==> config.mk <==
export PLATFORM = sky130hd
export DESIGN_NAME = otp_mem_seq
export DESIGN_NICKNAME = d
export VERILOG_FILES = /design/src/otp_mem_seq.v /design/src/otp_obuf_fifo.v
export VERILOG_INCLUDE_DIRS = /design/src
export SDC_FILE = /design/constraint.sdc
export NUM_CORES = 2
export LEC_CHECK = 0
export BUFFER_PORTS_ARGS = -buffer_cell sky130_fd_sc_hd__buf_2
export CELL_PAD_IN_SITES_DETAIL_PLACEMENT = 1
export CELL_PAD_IN_SITES_GLOBAL_PLACEMENT = 1
export CORE_UTILIZATION = 53
export CTS_CLUSTER_DIAMETER = 120
export DETAILED_ROUTE_END_ITERATION = 7
export PLACE_DENSITY = 0.85
export RECOVER_POWER = 25
export SYNTH_ARGS = -nofsm -noshare
export SYNTH_HDL_FRONTEND = slang
export SYNTH_SLANG_ARGS = --single-unit
==> constraint.sdc <==
create_clock -name clk_sys -period 4.45 [get_ports clk_sys]
set_input_delay 0.2225 -clock clk_sys [delete_from_list [all_inputs] [get_ports clk_sys]]
set_output_delay 0.2225 -clock clk_sys [all_outputs]
set_load 0.02 [all_outputs]
==> src/otp_seq_regs.vh <==
// constants of the otp memory command sequencer
`ifndef OTP_SEQ_REGS_VH
`define OTP_SEQ_REGS_VH

// command codes
`define CMD_SKIP_ROM   8'hcc
`define CMD_RD_PAGE    8'hc3
`define CMD_RD_FIELD   8'hf0
`define CMD_WR_MEM     8'h0f
`define CMD_RD_STAT    8'haa
`define CMD_PROGRAM    8'h5a

// crc x^8+x^5+x^4+1, lsb-first (reflected) form
`define CRC_POLY_REFL  8'h8c
`define CRC_INIT       8'h00

// memory layout
`define MEM_BYTES      128
`define MEM_LAST       7'h7f
`define PAGE_LAST      5'h1f
`define STAT_LAST      3'h7
`define SEG_LAST       3'h7
`define DATA_ERASED    8'hff
`define STAT_ERASED    8'hff
`define STAT_FACTORY   8'h00
`define ONES_BIT       1'b1

// timing
`define CLK_MHZ        10
`define PROG_US        2500
`define RST_US         480

// output buffer
`define OBUF_WIDTH     8
`define OBUF_DEPTH     16
`define OBUF_AW        4

`endif

==> src/otp_mem_seq.v <==
// memory and status command sequencer of the otp eprom
`timescale 1ns/100ps
`include "otp_seq_regs.vh"
`default_nettype none

module otp_mem_seq
#(
  parameter PROG_CYC = `PROG_US * `CLK_MHZ
)
(
  input  wire clk_sys,
  input  wire rst_b,
  input  wire rst_pulse,
  input  wire wr_bit_valid,
  input  wire wr_bit,
  input  wire rd_slot,
  input  wire prog_pin,
  output reg  rd_bit_ff,
  output reg  rd_bit_vld_ff,
  output reg  presence_ff,
  output reg  prog_done_ff
);

  // ==========================================================
  // states
  localparam [12:0] S_IDLE  = 13'h0001;
  localparam [12:0] S_FUNC  = 13'h0002;
  localparam [12:0] S_ADRL  = 13'h0004;
  localparam [12:0] S_ADRH  = 13'h0008;
  localparam [12:0] S_CACRC = 13'h0010;
  localparam [12:0] S_RDATA = 13'h0020;
  localparam [12:0] S_RCRC  = 13'h0040;
  localparam [12:0] S_ONES  = 13'h0080;
  localparam [12:0] S_WDATA = 13'h0100;
  localparam [12:0] S_WCRC  = 13'h0200;
  localparam [12:0] S_WPROG = 13'h0400;
  localparam [12:0] S_WPULS = 13'h0800;
  localparam [12:0] S_WVER  = 13'h1000;

  // ==========================================================
  // crc and status contents
  function [7:0] crc_byte;
    input [7:0] crc;
    input [7:0] data;
    integer     k;
    reg   [7:0] c;
    begin
      c = crc;
      for (k = 0; k < 8; k = k + 1)
      begin
        if (c[0] ^ data[k])
          c = (c >> 1) ^ `CRC_POLY_REFL;
        else
          c = c >> 1;
      end
      crc_byte = c;
    end
  endfunction

  // only the last status byte is factory set
  function [7:0] stat_byte;
    input [2:0] idx;
    begin
      if (idx == `STAT_LAST)
        stat_byte = `STAT_FACTORY;
      else
        stat_byte = `STAT_ERASED;
    end
  endfunction

  // ==========================================================
  // declarations
  reg  [12:0] state_ff;
  reg  [12:0] nxt_state;
  reg  [7:0]  cmd_ff;
  reg  [15:0] addr_ff;
  reg  [7:0]  crc_ff;
  reg  [7:0]  rx_sh_ff;
  reg  [2:0]  rx_cnt_ff;
  reg  [2:0]  idx_ff;
  reg  [7:0]  mem_ff [0:`MEM_BYTES-1];
  reg  [7:0]  buf_ff [0:7];
  reg         prog_s1_ff;
  reg         prog_s2_ff;
  reg         prog_s3_ff;
  reg  [15:0] prog_cnt_ff;
  reg  [7:0]  tx_sh_ff;
  reg  [2:0]  tx_left_ff;
  reg         push_vld;
  reg  [7:0]  push_data;
  wire        push_rdy;
  wire        pop_vld;
  wire [7:0]  pop_data;
  wire        pop_rdy;
  wire        rx_done;
  wire [7:0]  rx_byte;
  wire        accepted;
  wire        is_stat;
  wire        is_page;
  wire        is_write;
  wire        at_end;
  wire        rst_ok;
  wire        commit;
  wire        buf_we;
  integer     i;

  assign rx_done  = wr_bit_valid && (rx_cnt_ff == 3'h7);
  assign rx_byte  = {wr_bit, rx_sh_ff[7:1]};
  assign accepted = push_vld && push_rdy;
  assign is_stat  = (cmd_ff == `CMD_RD_STAT);
  assign is_page  = (cmd_ff == `CMD_RD_PAGE);
  assign is_write = (cmd_ff == `CMD_WR_MEM);
  assign at_end   = is_stat ? (addr_ff[15:3] != 13'h0000) : (addr_ff[15:7] != 9'h000);
  // line sits at programming voltage, a low reset cannot be real there
  assign rst_ok   = rst_pulse && !((state_ff == S_WPULS) && prog_s2_ff);
  assign commit   = (state_ff == S_WPULS) && prog_s3_ff && !prog_s2_ff;
  assign buf_we   = (state_ff == S_WDATA) && rx_done;

  // ==========================================================
  // programming pin synchroniser and pulse length
  always @(posedge clk_sys or negedge rst_b)
  begin
    if (!rst_b)
    begin
      prog_s1_ff  <= 1'b0;
      prog_s2_ff  <= 1'b0;
      prog_s3_ff  <= 1'b0;
      prog_cnt_ff <= 16'h0000;
    end
    else
    begin
      prog_s1_ff <= prog_pin;
      prog_s2_ff <= prog_s1_ff;
      prog_s3_ff <= prog_s2_ff;
      if (!prog_s2_ff || (state_ff != S_WPULS))
        prog_cnt_ff <= 16'h0000;
      else if (prog_cnt_ff != 16'hffff)
        prog_cnt_ff <= prog_cnt_ff + 1'b1;
    end
  end

  // ==========================================================
  // eprom array and ram buffer
  always @(posedge clk_sys or negedge rst_b)
  begin
    if (!rst_b)
    begin
      for (i = 0; i < `MEM_BYTES; i = i + 1)
        mem_ff[i] <= `DATA_ERASED;
      for (i = 0; i < 8; i = i + 1)
        buf_ff[i] <= `DATA_ERASED;
    end
    else
    begin
      if (rst_ok)
      begin
        for (i = 0; i < 8; i = i + 1)
          buf_ff[i] <= `DATA_ERASED;
      end
      else if (buf_we)
        buf_ff[idx_ff] <= rx_byte;
      // a pulse shorter than the minimum leaves the cells untouched
      if (commit && (prog_cnt_ff >= PROG_CYC[15:0]))
      begin
        for (i = 0; i < 8; i = i + 1)
          mem_ff[{addr_ff[6:3], i[2:0]}] <= mem_ff[{addr_ff[6:3], i[2:0]}] & buf_ff[i];
      end
    end
  end

  // ==========================================================
  // bytes offered to the output buffer
  always @*
  begin
    push_vld  = 1'b0;
    push_data = 8'h00;
    case (state_ff)
      S_CACRC, S_RCRC, S_WCRC:
      begin
        push_vld  = 1'b1;
        push_data = crc_ff;
      end
      S_RDATA:
      begin
        push_vld  = 1'b1;
        push_data = is_stat ? stat_byte(addr_ff[2:0]) : mem_ff[addr_ff[6:0]];
      end
      S_WVER:
      begin
        push_vld  = 1'b1;
        push_data = mem_ff[{addr_ff[6:3], idx_ff}];
      end
      default:
      begin
        push_vld  = 1'b0;
        push_data = 8'h00;
      end
    endcase
  end

  // ==========================================================
  // command sequencer
  always @*
  begin
    nxt_state = state_ff;
    case (state_ff)
      S_IDLE:
        if (rx_done)
          nxt_state = (rx_byte == `CMD_SKIP_ROM) ? S_FUNC : S_ONES;
      S_FUNC:
        if (rx_done)
        begin
          if ((rx_byte == `CMD_RD_PAGE) || (rx_byte == `CMD_RD_FIELD) ||
              (rx_byte == `CMD_WR_MEM) || (rx_byte == `CMD_RD_STAT))
            nxt_state = S_ADRL;
          else
            nxt_state = S_ONES;
        end
      S_ADRL:
        if (rx_done)
          nxt_state = S_ADRH;
      S_ADRH:
        if (rx_done)
          nxt_state = S_CACRC;
      S_CACRC:
        if (accepted)
          nxt_state = is_write ? S_WDATA : (at_end ? S_ONES : S_RDATA);
      S_RDATA:
        if (accepted)
        begin
          if ((is_stat && addr_ff[2:0] == `STAT_LAST) ||
              (!is_stat && addr_ff[6:0] == `MEM_LAST) ||
              (is_page && addr_ff[4:0] == `PAGE_LAST))
            nxt_state = S_RCRC;
        end
      S_RCRC:
        if (accepted)
          nxt_state = at_end ? S_ONES : S_RDATA;
      S_WDATA:
        if (rx_done && idx_ff == `SEG_LAST)
          nxt_state = S_WCRC;
      S_WCRC:
        if (accepted)
          nxt_state = S_WPROG;
      S_WPROG:
        if (rx_done)
          nxt_state = (rx_byte == `CMD_PROGRAM) ? S_WPULS : S_ONES;
      S_WPULS:
        if (commit)
          nxt_state = S_WVER;
      S_WVER:
        if (accepted && idx_ff == `SEG_LAST)
          nxt_state = S_ONES;
      S_ONES:
        nxt_state = S_ONES;
      default:
        nxt_state = S_IDLE;
    endcase
  end

  always @(posedge clk_sys or negedge rst_b)
  begin
    if (!rst_b)
    begin
      state_ff     <= S_IDLE;
      cmd_ff       <= 8'h00;
      addr_ff      <= 16'h0000;
      crc_ff       <= `CRC_INIT;
      rx_sh_ff     <= 8'h00;
      rx_cnt_ff    <= 3'h0;
      idx_ff       <= 3'h0;
      presence_ff  <= 1'b0;
      prog_done_ff <= 1'b0;
    end
    else if (rst_ok)
    begin
      state_ff     <= S_IDLE;
      cmd_ff       <= 8'h00;
      addr_ff      <= 16'h0000;
      crc_ff       <= `CRC_INIT;
      rx_sh_ff     <= 8'h00;
      rx_cnt_ff    <= 3'h0;
      idx_ff       <= 3'h0;
      presence_ff  <= 1'b1;
      prog_done_ff <= 1'b0;
    end
    else
    begin
      state_ff     <= nxt_state;
      presence_ff  <= 1'b0;
      prog_done_ff <= commit;
      if (wr_bit_valid)
      begin
        rx_sh_ff  <= rx_byte;
        rx_cnt_ff <= rx_cnt_ff + 1'b1;
      end
      if (rx_done)
      begin
        case (state_ff)
          S_FUNC:
          begin
            cmd_ff <= rx_byte;
            crc_ff <= crc_byte(`CRC_INIT, rx_byte);
          end
          S_ADRL:
          begin
            addr_ff[7:0] <= rx_byte;
            crc_ff       <= crc_byte(crc_ff, rx_byte);
          end
          S_ADRH:
          begin
            addr_ff[15:8] <= rx_byte;
            crc_ff        <= crc_byte(crc_ff, rx_byte);
          end
          S_WDATA:
          begin
            idx_ff <= idx_ff + 1'b1;
            crc_ff <= crc_byte(crc_ff, rx_byte);
          end
          default:
            crc_ff <= crc_ff;
        endcase
      end
      if (accepted)
      begin
        case (state_ff)
          S_CACRC, S_RCRC, S_WCRC:
            crc_ff <= `CRC_INIT;
          S_RDATA:
          begin
            crc_ff  <= crc_byte(crc_ff, push_data);
            addr_ff <= addr_ff + 1'b1;
          end
          S_WVER:
            idx_ff <= idx_ff + 1'b1;
          default:
            crc_ff <= crc_ff;
        endcase
      end
      if (commit)
        idx_ff <= 3'h0;
    end
  end

  // ==========================================================
  // output buffer and read-slot serializer
  otp_obuf_fifo
  #(
    .WIDTH (`OBUF_WIDTH),
    .DEPTH (`OBUF_DEPTH),
    .AW    (`OBUF_AW)
  )
  u_obuf
  (
    .clk_sys   (clk_sys),
    .rst_b     (rst_b),
    .clr       (rst_ok),
    .in_valid  (push_vld),
    .in_ready  (push_rdy),
    .in_data   (push_data),
    .out_valid (pop_vld),
    .out_ready (pop_rdy),
    .out_data  (pop_data)
  );

  assign pop_rdy = rd_slot && (tx_left_ff == 3'h0) && !rst_ok;

  // slots outrun by an empty buffer answer one; bytes take one clock, slots many
  always @(posedge clk_sys or negedge rst_b)
  begin
    if (!rst_b)
    begin
      rd_bit_ff     <= `ONES_BIT;
      rd_bit_vld_ff <= 1'b0;
      tx_sh_ff      <= 8'h00;
      tx_left_ff    <= 3'h0;
    end
    else if (rst_ok)
    begin
      rd_bit_ff     <= `ONES_BIT;
      rd_bit_vld_ff <= 1'b0;
      tx_sh_ff      <= 8'h00;
      tx_left_ff    <= 3'h0;
    end
    else
    begin
      rd_bit_vld_ff <= rd_slot;
      if (rd_slot)
      begin
        if (tx_left_ff != 3'h0)
        begin
          rd_bit_ff  <= tx_sh_ff[0];
          tx_sh_ff   <= {1'b1, tx_sh_ff[7:1]};
          tx_left_ff <= tx_left_ff - 1'b1;
        end
        else if (pop_vld)
        begin
          rd_bit_ff  <= pop_data[0];
          tx_sh_ff   <= {1'b1, pop_data[7:1]};
          tx_left_ff <= 3'h7;
        end
        else
          rd_bit_ff <= `ONES_BIT;
      end
    end
  end

endmodule

`default_nettype wire

==> src/otp_obuf_fifo.v <==
// byte fifo between the sequencer and the read-slot serializer
`timescale 1ns/100ps
`default_nettype none

module otp_obuf_fifo
#(
  parameter WIDTH = 8,
  parameter DEPTH = 16,
  parameter AW    = 4
)
(
  input  wire             clk_sys,
  input  wire             rst_b,
  input  wire             clr,
  input  wire             in_valid,
  output wire             in_ready,
  input  wire [WIDTH-1:0] in_data,
  output wire             out_valid,
  input  wire             out_ready,
  output wire [WIDTH-1:0] out_data
);

  // ==========================================================
  // storage and pointers
  reg [WIDTH-1:0] mem_ff [0:DEPTH-1];
  reg [AW-1:0]    wr_ptr_ff;
  reg [AW-1:0]    rd_ptr_ff;
  reg [AW:0]      count_ff;

  wire do_wr;
  wire do_rd;

  assign in_ready  = (count_ff != DEPTH[AW:0]);
  assign out_valid = (count_ff != {(AW+1){1'b0}});
  assign out_data  = mem_ff[rd_ptr_ff];
  assign do_wr     = in_valid & in_ready;
  assign do_rd     = out_valid & out_ready;

  always @(posedge clk_sys)
  begin
    if (do_wr)
    begin
      mem_ff[wr_ptr_ff] <= in_data;
    end
  end

  // clear drops whatever a reset pulse left unread
  always @(posedge clk_sys or negedge rst_b)
  begin
    if (!rst_b)
    begin
      wr_ptr_ff <= {AW{1'b0}};
      rd_ptr_ff <= {AW{1'b0}};
      count_ff  <= {(AW+1){1'b0}};
    end
    else if (clr)
    begin
      wr_ptr_ff <= {AW{1'b0}};
      rd_ptr_ff <= {AW{1'b0}};
      count_ff  <= {(AW+1){1'b0}};
    end
    else
    begin
      if (do_wr)
      begin
        wr_ptr_ff <= wr_ptr_ff + 1'b1;
      end
      if (do_rd)
      begin
        rd_ptr_ff <= rd_ptr_ff + 1'b1;
      end
      if (do_wr && !do_rd)
      begin
        count_ff <= count_ff + 1'b1;
      end
      else if (do_rd && !do_wr)
      begin
        count_ff <= count_ff - 1'b1;
      end
    end
  end

endmodule

`default_nettype wire

-- Word-level counts from Yosys, hierarchy flattened
Memories as Yosys holds them, arrays and structs flattened.
Cells that the tools add are included.
- register bits after elaboration: 1194
- bits of input ports: 7
- RAM bits: 128
- memories: 1
- magnitude comparators: 21
- equality and inequality tests: 44
- bitwise operators: 94
- $add $sub $neg: 9
- multiplexer cells: 277
- reductions and logical operators: 58
- memories (memory ; depth ; width ; rd ports ; clocked after Yosys merged registers in ; wr ports ; line ; RTL):
    u_obuf.mem_ff ; 16 ; 8 ; 1 ; 0 ; 1 ; otp_obuf_fifo.v:25 ; reg [WIDTH-1:0] mem_ff [0:DEPTH-1];
- operators by type and width (kind ; number):
    $bwmux W1024 ; 8
    $mux W8 ; 191
    $bmux W8 S7 ; 10
    $demux W8 S7 ; 8
    $mux W13 ; 15
    $pmux W13 S13 ; 1
    $mux W64 ; 2
    $not A2 Y3 ; 36
    $mux W16 ; 6
    $ge A8 B8 Y1 const B ; 10
    $not A7 Y8 ; 10
    $and A8 B8 Y8 ; 8
    $bwmux W64 ; 1
    $lt A8 B1 Y1 const B ; 8
    $eq A8 B8 Y1 const B ; 6
    $pmux W8 S3 ; 2
    $xor A1 B1 Y1 ; 37
    $mux W3 ; 12
    $ne A3 B3 Y1 const B ; 12
    $add A16 B1 Y16 const B ; 2
    $pmux W8 S4 ; 1
    $logic_and A1 B1 Y1 ; 26
    $demux W8 S3 ; 1
    $eq A8 B4 Y1 const B ; 2
    48 further kinds ; 88

-- Logic depth before layout (Yosys ltp)
- word-level depth: 46
- gate-level depth with buffers: 19

-- Cells and area by module
A second synthesis with hierarchy kept.
- cells, all modules: 6856
- area, all modules: 76557.2 um2
- modules (own cells, without submodules) (module ; sequential area each (um2) ; instances ; area an instance (um2) ; cells each):
    otp_mem_seq ; 30892.1 ; 1 ; 70635.2 ; 6563
    otp_obuf_fifo ; 4169.0 ; 1 ; 5921.9 ; 293

-- Worst setup path after synthesis
OpenSTA, ideal clock, no wires.
- path type: flip-flop to flip-flop
- from: reg state_ff[12]
- to: reg u_obuf.count_ff[4]
- cell stages (with the launch flop): 20
- required time: 4.318 ns
- arrival time: 3.677 ns
- setup time: 0.132 ns
- path buffers: 2
- slack: 0.641 ns
- cell sequence: dfrtp_1 > clkbuf_1 > nor4_1 > and3_1 > and4b_1 > clkbuf_1 > nand2_1 > nand2_1 > nand2_1 > or2_2 > nand2_1 > inv_1 > fa_1 > nor2b_1 > o21ai_0 > nand2b_1 > nor3_1 > a31oi_1 > xor2_1 > nor2_1
- cells in the longest elaborated chain, start to end: 11
- elaborated cells between the ends (all ways): 22
- RTL lines (what ; line ; RTL):
    start, declared ; otp_mem_seq.v:73 ; reg [12:0] state_ff;
    start signal, assigned ; otp_mem_seq.v:289 ; state_ff <= nxt_state;
    $eq A13 B12 Y1 ; otp_mem_seq.v:115 ; assign rst_ok = rst_pulse && !((state_ff == S_WPULS) && prog_s2_ff);
    $logic_and A1 B1 Y1 ; otp_mem_seq.v:115 ;
    $logic_not A1 Y1 ; otp_mem_seq.v:115 ;
    $logic_and A1 B1 Y1 ; otp_mem_seq.v:115 ;
    $logic_not A1 Y1 ; otp_mem_seq.v:366 ; assign pop_rdy = rd_slot && (tx_left_ff == 3'h0) && !rst_ok;
    $logic_and A1 B1 Y1 ; otp_mem_seq.v:366 ;
    $and A1 B1 Y1 ; otp_obuf_fifo.v:37 ; assign do_rd = out_valid & out_ready;
    $logic_not A1 Y1 ; otp_obuf_fifo.v:72 ; if (do_wr && !do_rd)
    $logic_and A1 B1 Y1 ; otp_obuf_fifo.v:72 ;
    $mux W5 ; otp_obuf_fifo.v:72 ;
    $mux W5 ; otp_obuf_fifo.v:56 ; else if (clr)
    end signal, assigned ; otp_obuf_fifo.v:54 ; count_ff <= {(AW+1){1'b0}};
    end signal, assigned ; otp_obuf_fifo.v:60 ; count_ff <= {(AW+1){1'b0}};
    end signal, assigned ; otp_obuf_fifo.v:74 ; count_ff <= count_ff + 1'b1;
    end, declared ; otp_obuf_fifo.v:28 ; reg [AW:0] count_ff;
Parallel ways exist; a longest one is shown, timed or not.
A chain may end at the register's enable or synchronous reset.

-- Worst setup path after layout
- from: reg idx_ff[2]
- to: reg crc_ff[0]
- cells in the longest elaborated chain, start to end: 41
- elaborated cells between the ends (all ways): 46
- RTL lines (what ; line ; RTL):
    start, declared ; otp_mem_seq.v:80 ; reg [2:0] idx_ff;
    start signal, assigned ; otp_mem_seq.v:317 ; idx_ff <= idx_ff + 1'b1;
    start signal, assigned ; otp_mem_seq.v:335 ; idx_ff <= idx_ff + 1'b1;
    $not A7 Y8 (not written as such) (*) ; otp_mem_seq.v:191 ; push_data = mem_ff[{addr_ff[6:3], idx_ff}];
    $bmux W8 S7 (*) ; otp_mem_seq.v:191 ;
    $mux W8 (not written as such) (*) (2 in a row) ; otp_mem_seq.v:191 ;
    $pmux W8 S3 (*) ; otp_mem_seq.v:177 ; case (state_ff)
    $xor A1 B1 Y1 ; otp_mem_seq.v:51 ; if (c[0] ^ data[k])
    $mux W8 ; otp_mem_seq.v:51 ;
    $mux W8 ; otp_mem_seq.v:326 ; case (state_ff)
    $mux W8 ; otp_mem_seq.v:324 ; if (accepted)
    [24 not listed] ; - ;
    $mux W8 (*) ; otp_mem_seq.v:51 ;
    $mux W8 (*) ; otp_mem_seq.v:326 ;
    $mux W8 (*) ; otp_mem_seq.v:324 ;
    $mux W8 (*) ; otp_mem_seq.v:275 ; else if (rst_ok)
    $mux W8 (*) ; otp_mem_seq.v:51 ;
    $pmux W8 S3 (*) ; otp_mem_seq.v:326 ;
    $mux W8 (*) ; otp_mem_seq.v:324 ;
    $mux W8 (*) ; otp_mem_seq.v:275 ;
    end signal, assigned ; otp_mem_seq.v:280 ; crc_ff <= `CRC_INIT;
    end signal, assigned ; otp_mem_seq.v:328 ; crc_ff <= `CRC_INIT;
    end signal, assigned ; otp_mem_seq.v:331 ; crc_ff <= crc_byte(crc_ff, push_data);
    end, declared ; otp_mem_seq.v:77 ; reg [7:0] crc_ff;
Mark *: on every way between the ends. The rest lies on a longest branch, timed or not. The select of a mux whose other input is x is not followed.

==> results.toml <==
[final_layout]
final_nets = 6699
drive_gt1_frac = 0.3738
design_area_mm2 = 0.08492
syn_to_final_growth_pct = 11.00

[logic_synthesis]
synth_cells = 6811
synth_top_family_by_area = "multiplexers"
ys.flop_type = "dfstp_2"
synth-xor-area-share = 0.006395
yosys_warnings = 0
syn-num-nets = 6841
synthAdderAreaFrac = 0.003860
synth-seq-cells = 1321
postSynthAreaPerCell_um2 = 11.23
ys_types = 99
synth.cell_area_mm2 = 0.07650
synthMuxAreaShare = 0.2436
yosysSeqAreaShare = 0.4583
synth_compound_area_frac = 0.1422
synthSimpleGateAreaFrac = 0.1032
synthArstFlopShare = 0.9031
synth_edf_count = 128

[clock_tree]
numCtsBuffers = 149
insertion_delay_ns = 0.82
cts_root_buf = "clkbuf_16"
cts_max_path_buffers = 3
clkSinkCount = 1321
tritoncts = "yes"
htreeDepth = 4
clkTransAtPathRegs_ns = 0.06

[job]
maxCapViolations = 8

[route]
firstDrtPassIters = 6
ant_nets = 0
routed_wl_mm = 325.2
wl_per_cell_um = 37.38
drtIter0Drc = 9130
via_per_inst = 7.578
drc = 0
vias = 65930

[sta]
fin_crit_ns = 4.438
setup_viol = 0
drv_slew = 426
max_slew.worst_pin.slew_ns = 3.016
fin_crit_sh = 0.9973
finClkSkew_ns = 0.04045
max_slew_margin = -1.011
fmax_mhz = 225.3
hold_viol = 0

[worst_hold_path]
worstHoldPathType = "input port to flop"

[floorplanning]
rows = 139
die_h_um = 381.9
start_util = 0.5332
core-area_mm2 = 0.1435
die_w_um = 381.9
die_area_mm2 = 0.1459
ioPinCount = 11

[global_route]
grt_pass1_wl_mm = 480.1
grt_pass1_vias = 67720
antenna_found_initial = 14
grt_max_degree = 133
grt_usage = 0.4479
overflow = 0

[setup_path]
worstPathRequired_ns = 5.14
end_kind = "flop"
r2r_start = "idx_ff[2]"
setup.worst_path.start_class = "flop"
startpoint = "idx_ff[2]"
arrival_ns = 5.12
rrSetupSlack_ns = 0.01
worstSetupPathType = "flop to flop"
reg2regPathDepth = 15
worst-path-max-fanout = 19
endpoint = "crc_ff[0]"
r2r_end = "crc_ff[0]"

[power]
powerDensity_mw_per_mm2 = 307.9
vdd_drop_max_uv = 412.0
power_mw = 26.14
p_leak_nw = 28.36

[place]
gp_congestion = 1.029
hpwl_mm = 217.1
placed_cell_area_mm2 = 0.07962
portBuffers = 10

[run_status]
status = "finished with violations"
failed_checks = "max-capacitance violations, max-slew violations"
==> report_power, final <==
| part | leakage [nW] | internal [mW] | total [mW] | switching (mW) |
|---|---|---|---|---|
| Sequential | 13.5 | 12.2 | 12.3 | 0.0368 |
| Combinational | 12.3 | 0.0863 | 0.492 | 0.406 |
| Clock | 2.56 | 7.82 | 13.4 | 5.56 |
| Total | 28.4 | 20.1 | 26.1 | 6.01 |
==> layer usage <==
layer,up-vias,track usage,wire (um)
li1,25210,-,-
met1,33950,0.5779,116500
met2,5230,0.6585,143300
met3,1522,0.1411,41080
met4,16,0.2781,24130
met5,-,0,109
==> placed cells by master, fill, tap and decap left out, types with 21 or more instances in the layout <==
cell type,instances
mux4_2,682
buf_4,266
inv_1,23
buf_12,63
mux2i_1,234
o22ai_1,62
o211ai_1,61
clkinv_2,25
nand3_1,83
mux2_2,72
nand4_1,21
edfxtp_1,128
o21ai_0,1117
xnor2_1,35
nor3_1,21
dfrtp_1,94
o221ai_1,23
nand2_1,1409
clkbuf_1,36
a21oi_1,107
a221o_1,22
a22oi_1,103
dfstp_2,1090
ha_1,22
a221oi_1,114
clkbuf_16,153
nor2_1,174
clkbuf_8,22
==> metrics by stage <==
step,setup TNS [ns],instances,setup slack [ns],utilization,hold WS (ns)
floorplan,0,6811,0.6408,-,-0.07309
global placement,0,8408,0.1164,0.5549,0.3350
detailed placement,0,8408,0.1233,0.5549,0.3401
CTS,0,8680,0.06889,0.5917,0.05902
global route,-0.003294,8688,-0.003294,0.5916,0.08714
finish,0,8700,0.01216,0.5918,0.07837
==> layout make-up <==
type	count	area [um^2]
Clock inverter	73	1023
Timing Repair Buffer	370	3497
Clock buffer	193	4199
Sequential cell	1321	35090
Antenna cell	13	32.53
Multi-Input combinational cell	4793	38550
Inverter	34	142.6
Fill cell	14540	58570
Tap cell	1903	2381
==> repair_timing <==
| item | 4_1_cts | 5_1_grt |
|---|---|---|
| endpoints found under the hold margin | 38 | 0 |
| hold buffers | 6 | 0 |
| endpoints found under the setup margin | 0 | 14 |
| gates resized for setup | 0 | 12 |
| buffers inserted | 0 | 7 |
==> synth_stat cells (all sizes together) (9+ instances only) <==
cell	n	area, um^2
dfrtp	103	2577
o2bb2ai	17	148.9
a2111oi	13	132.6
ha	22	275.3
a21oi	109	545.5
dfstp	1090	28640
and2	23	143.9
nor3b	12	95.09
a211oi	17	127.6
edfxtp	128	3844
nor4	11	68.82
xor2	19	166.4
o22ai	62	387.9
a31oi	16	100.1
nand2	1417	5319
mux2i	237	2372
nand3	93	465.5
and3	19	118.9
nor2	184	695.7
nand4	21	131.4
and3b	12	106.4
a221o	22	220.2
or2	10	62.56
inv	29	111.4
o2111ai	9	78.83
o211ai	61	457.9
o21ai	1134	5675
a222oi	9	90.09
mux2	80	904.6
a22oi	103	773.2
clkbuf	449	1685
a221oi	118	1059
mux4	682	15360
o221ai	23	201.4
nor3	29	160.2
buf	214	1426
xnor2	36	322.8
nand2b	21	131.4
a22o	19	166.4
nor2b	23	146.4
==> cell families after synthesis <==
kind of cell / after synthesis
AO/OA/AOI/OAI: 1810
XOR/XNOR: 55
adder cells (fa/ha/maj): 23
buffers and inverters: 697
flip-flops: 1321
multiplexers: 999
AND/OR/NAND/NOR: 1906
==> how the worst min path moves through the flow <==
stage               cells past startpoint  slack [ns]  startpoint         end
finish                                  2        0.08    prog_pin  prog_s1_ff
detailed placement                      1        0.34    prog_pin  prog_s1_ff
global route                            2        0.09    prog_pin  prog_s1_ff
global placement                        1        0.33    prog_pin  prog_s1_ff
CTS                                     2        0.06    prog_pin  prog_s1_ff
floorplan                               0       -0.07       rst_b  addr_ff[0]
==> critical path, cell delays in order, from the launching register on <==
cell and delay [ns]:
dfrtp_4 0.64, buf_12 0.23, nor2_4 0.64, buf_4 0.36
a221oi_1 0.11, o21ai_0 0.18, o22ai_1 0.15, o311ai_1 0.27
buf_4 0.17, a41oi_2 0.30, buf_4 0.30, a22oi_1 0.15
o22ai_1 0.13, nor3_2 0.39, xnor2_1 0.17, o22ai_1 0.10
==> state kept, by name, summed over array words and instances (netlist names), 3 cells and up <==
signal	count
addr_ff	16
buf_ff	64
cmd_ff	8
crc_ff	8
idx_ff	3
mem_ff	1024
prog_cnt_ff	16
rx_cnt_ff	3
rx_sh_ff	7
state_ff	13
tx_left_ff	3
tx_sh_ff	8
u_obuf.count_ff	5
u_obuf.mem_ff	128
u_obuf.rd_ptr_ff	4
u_obuf.wr_ptr_ff	4
(Power assumes the default switching activity.)
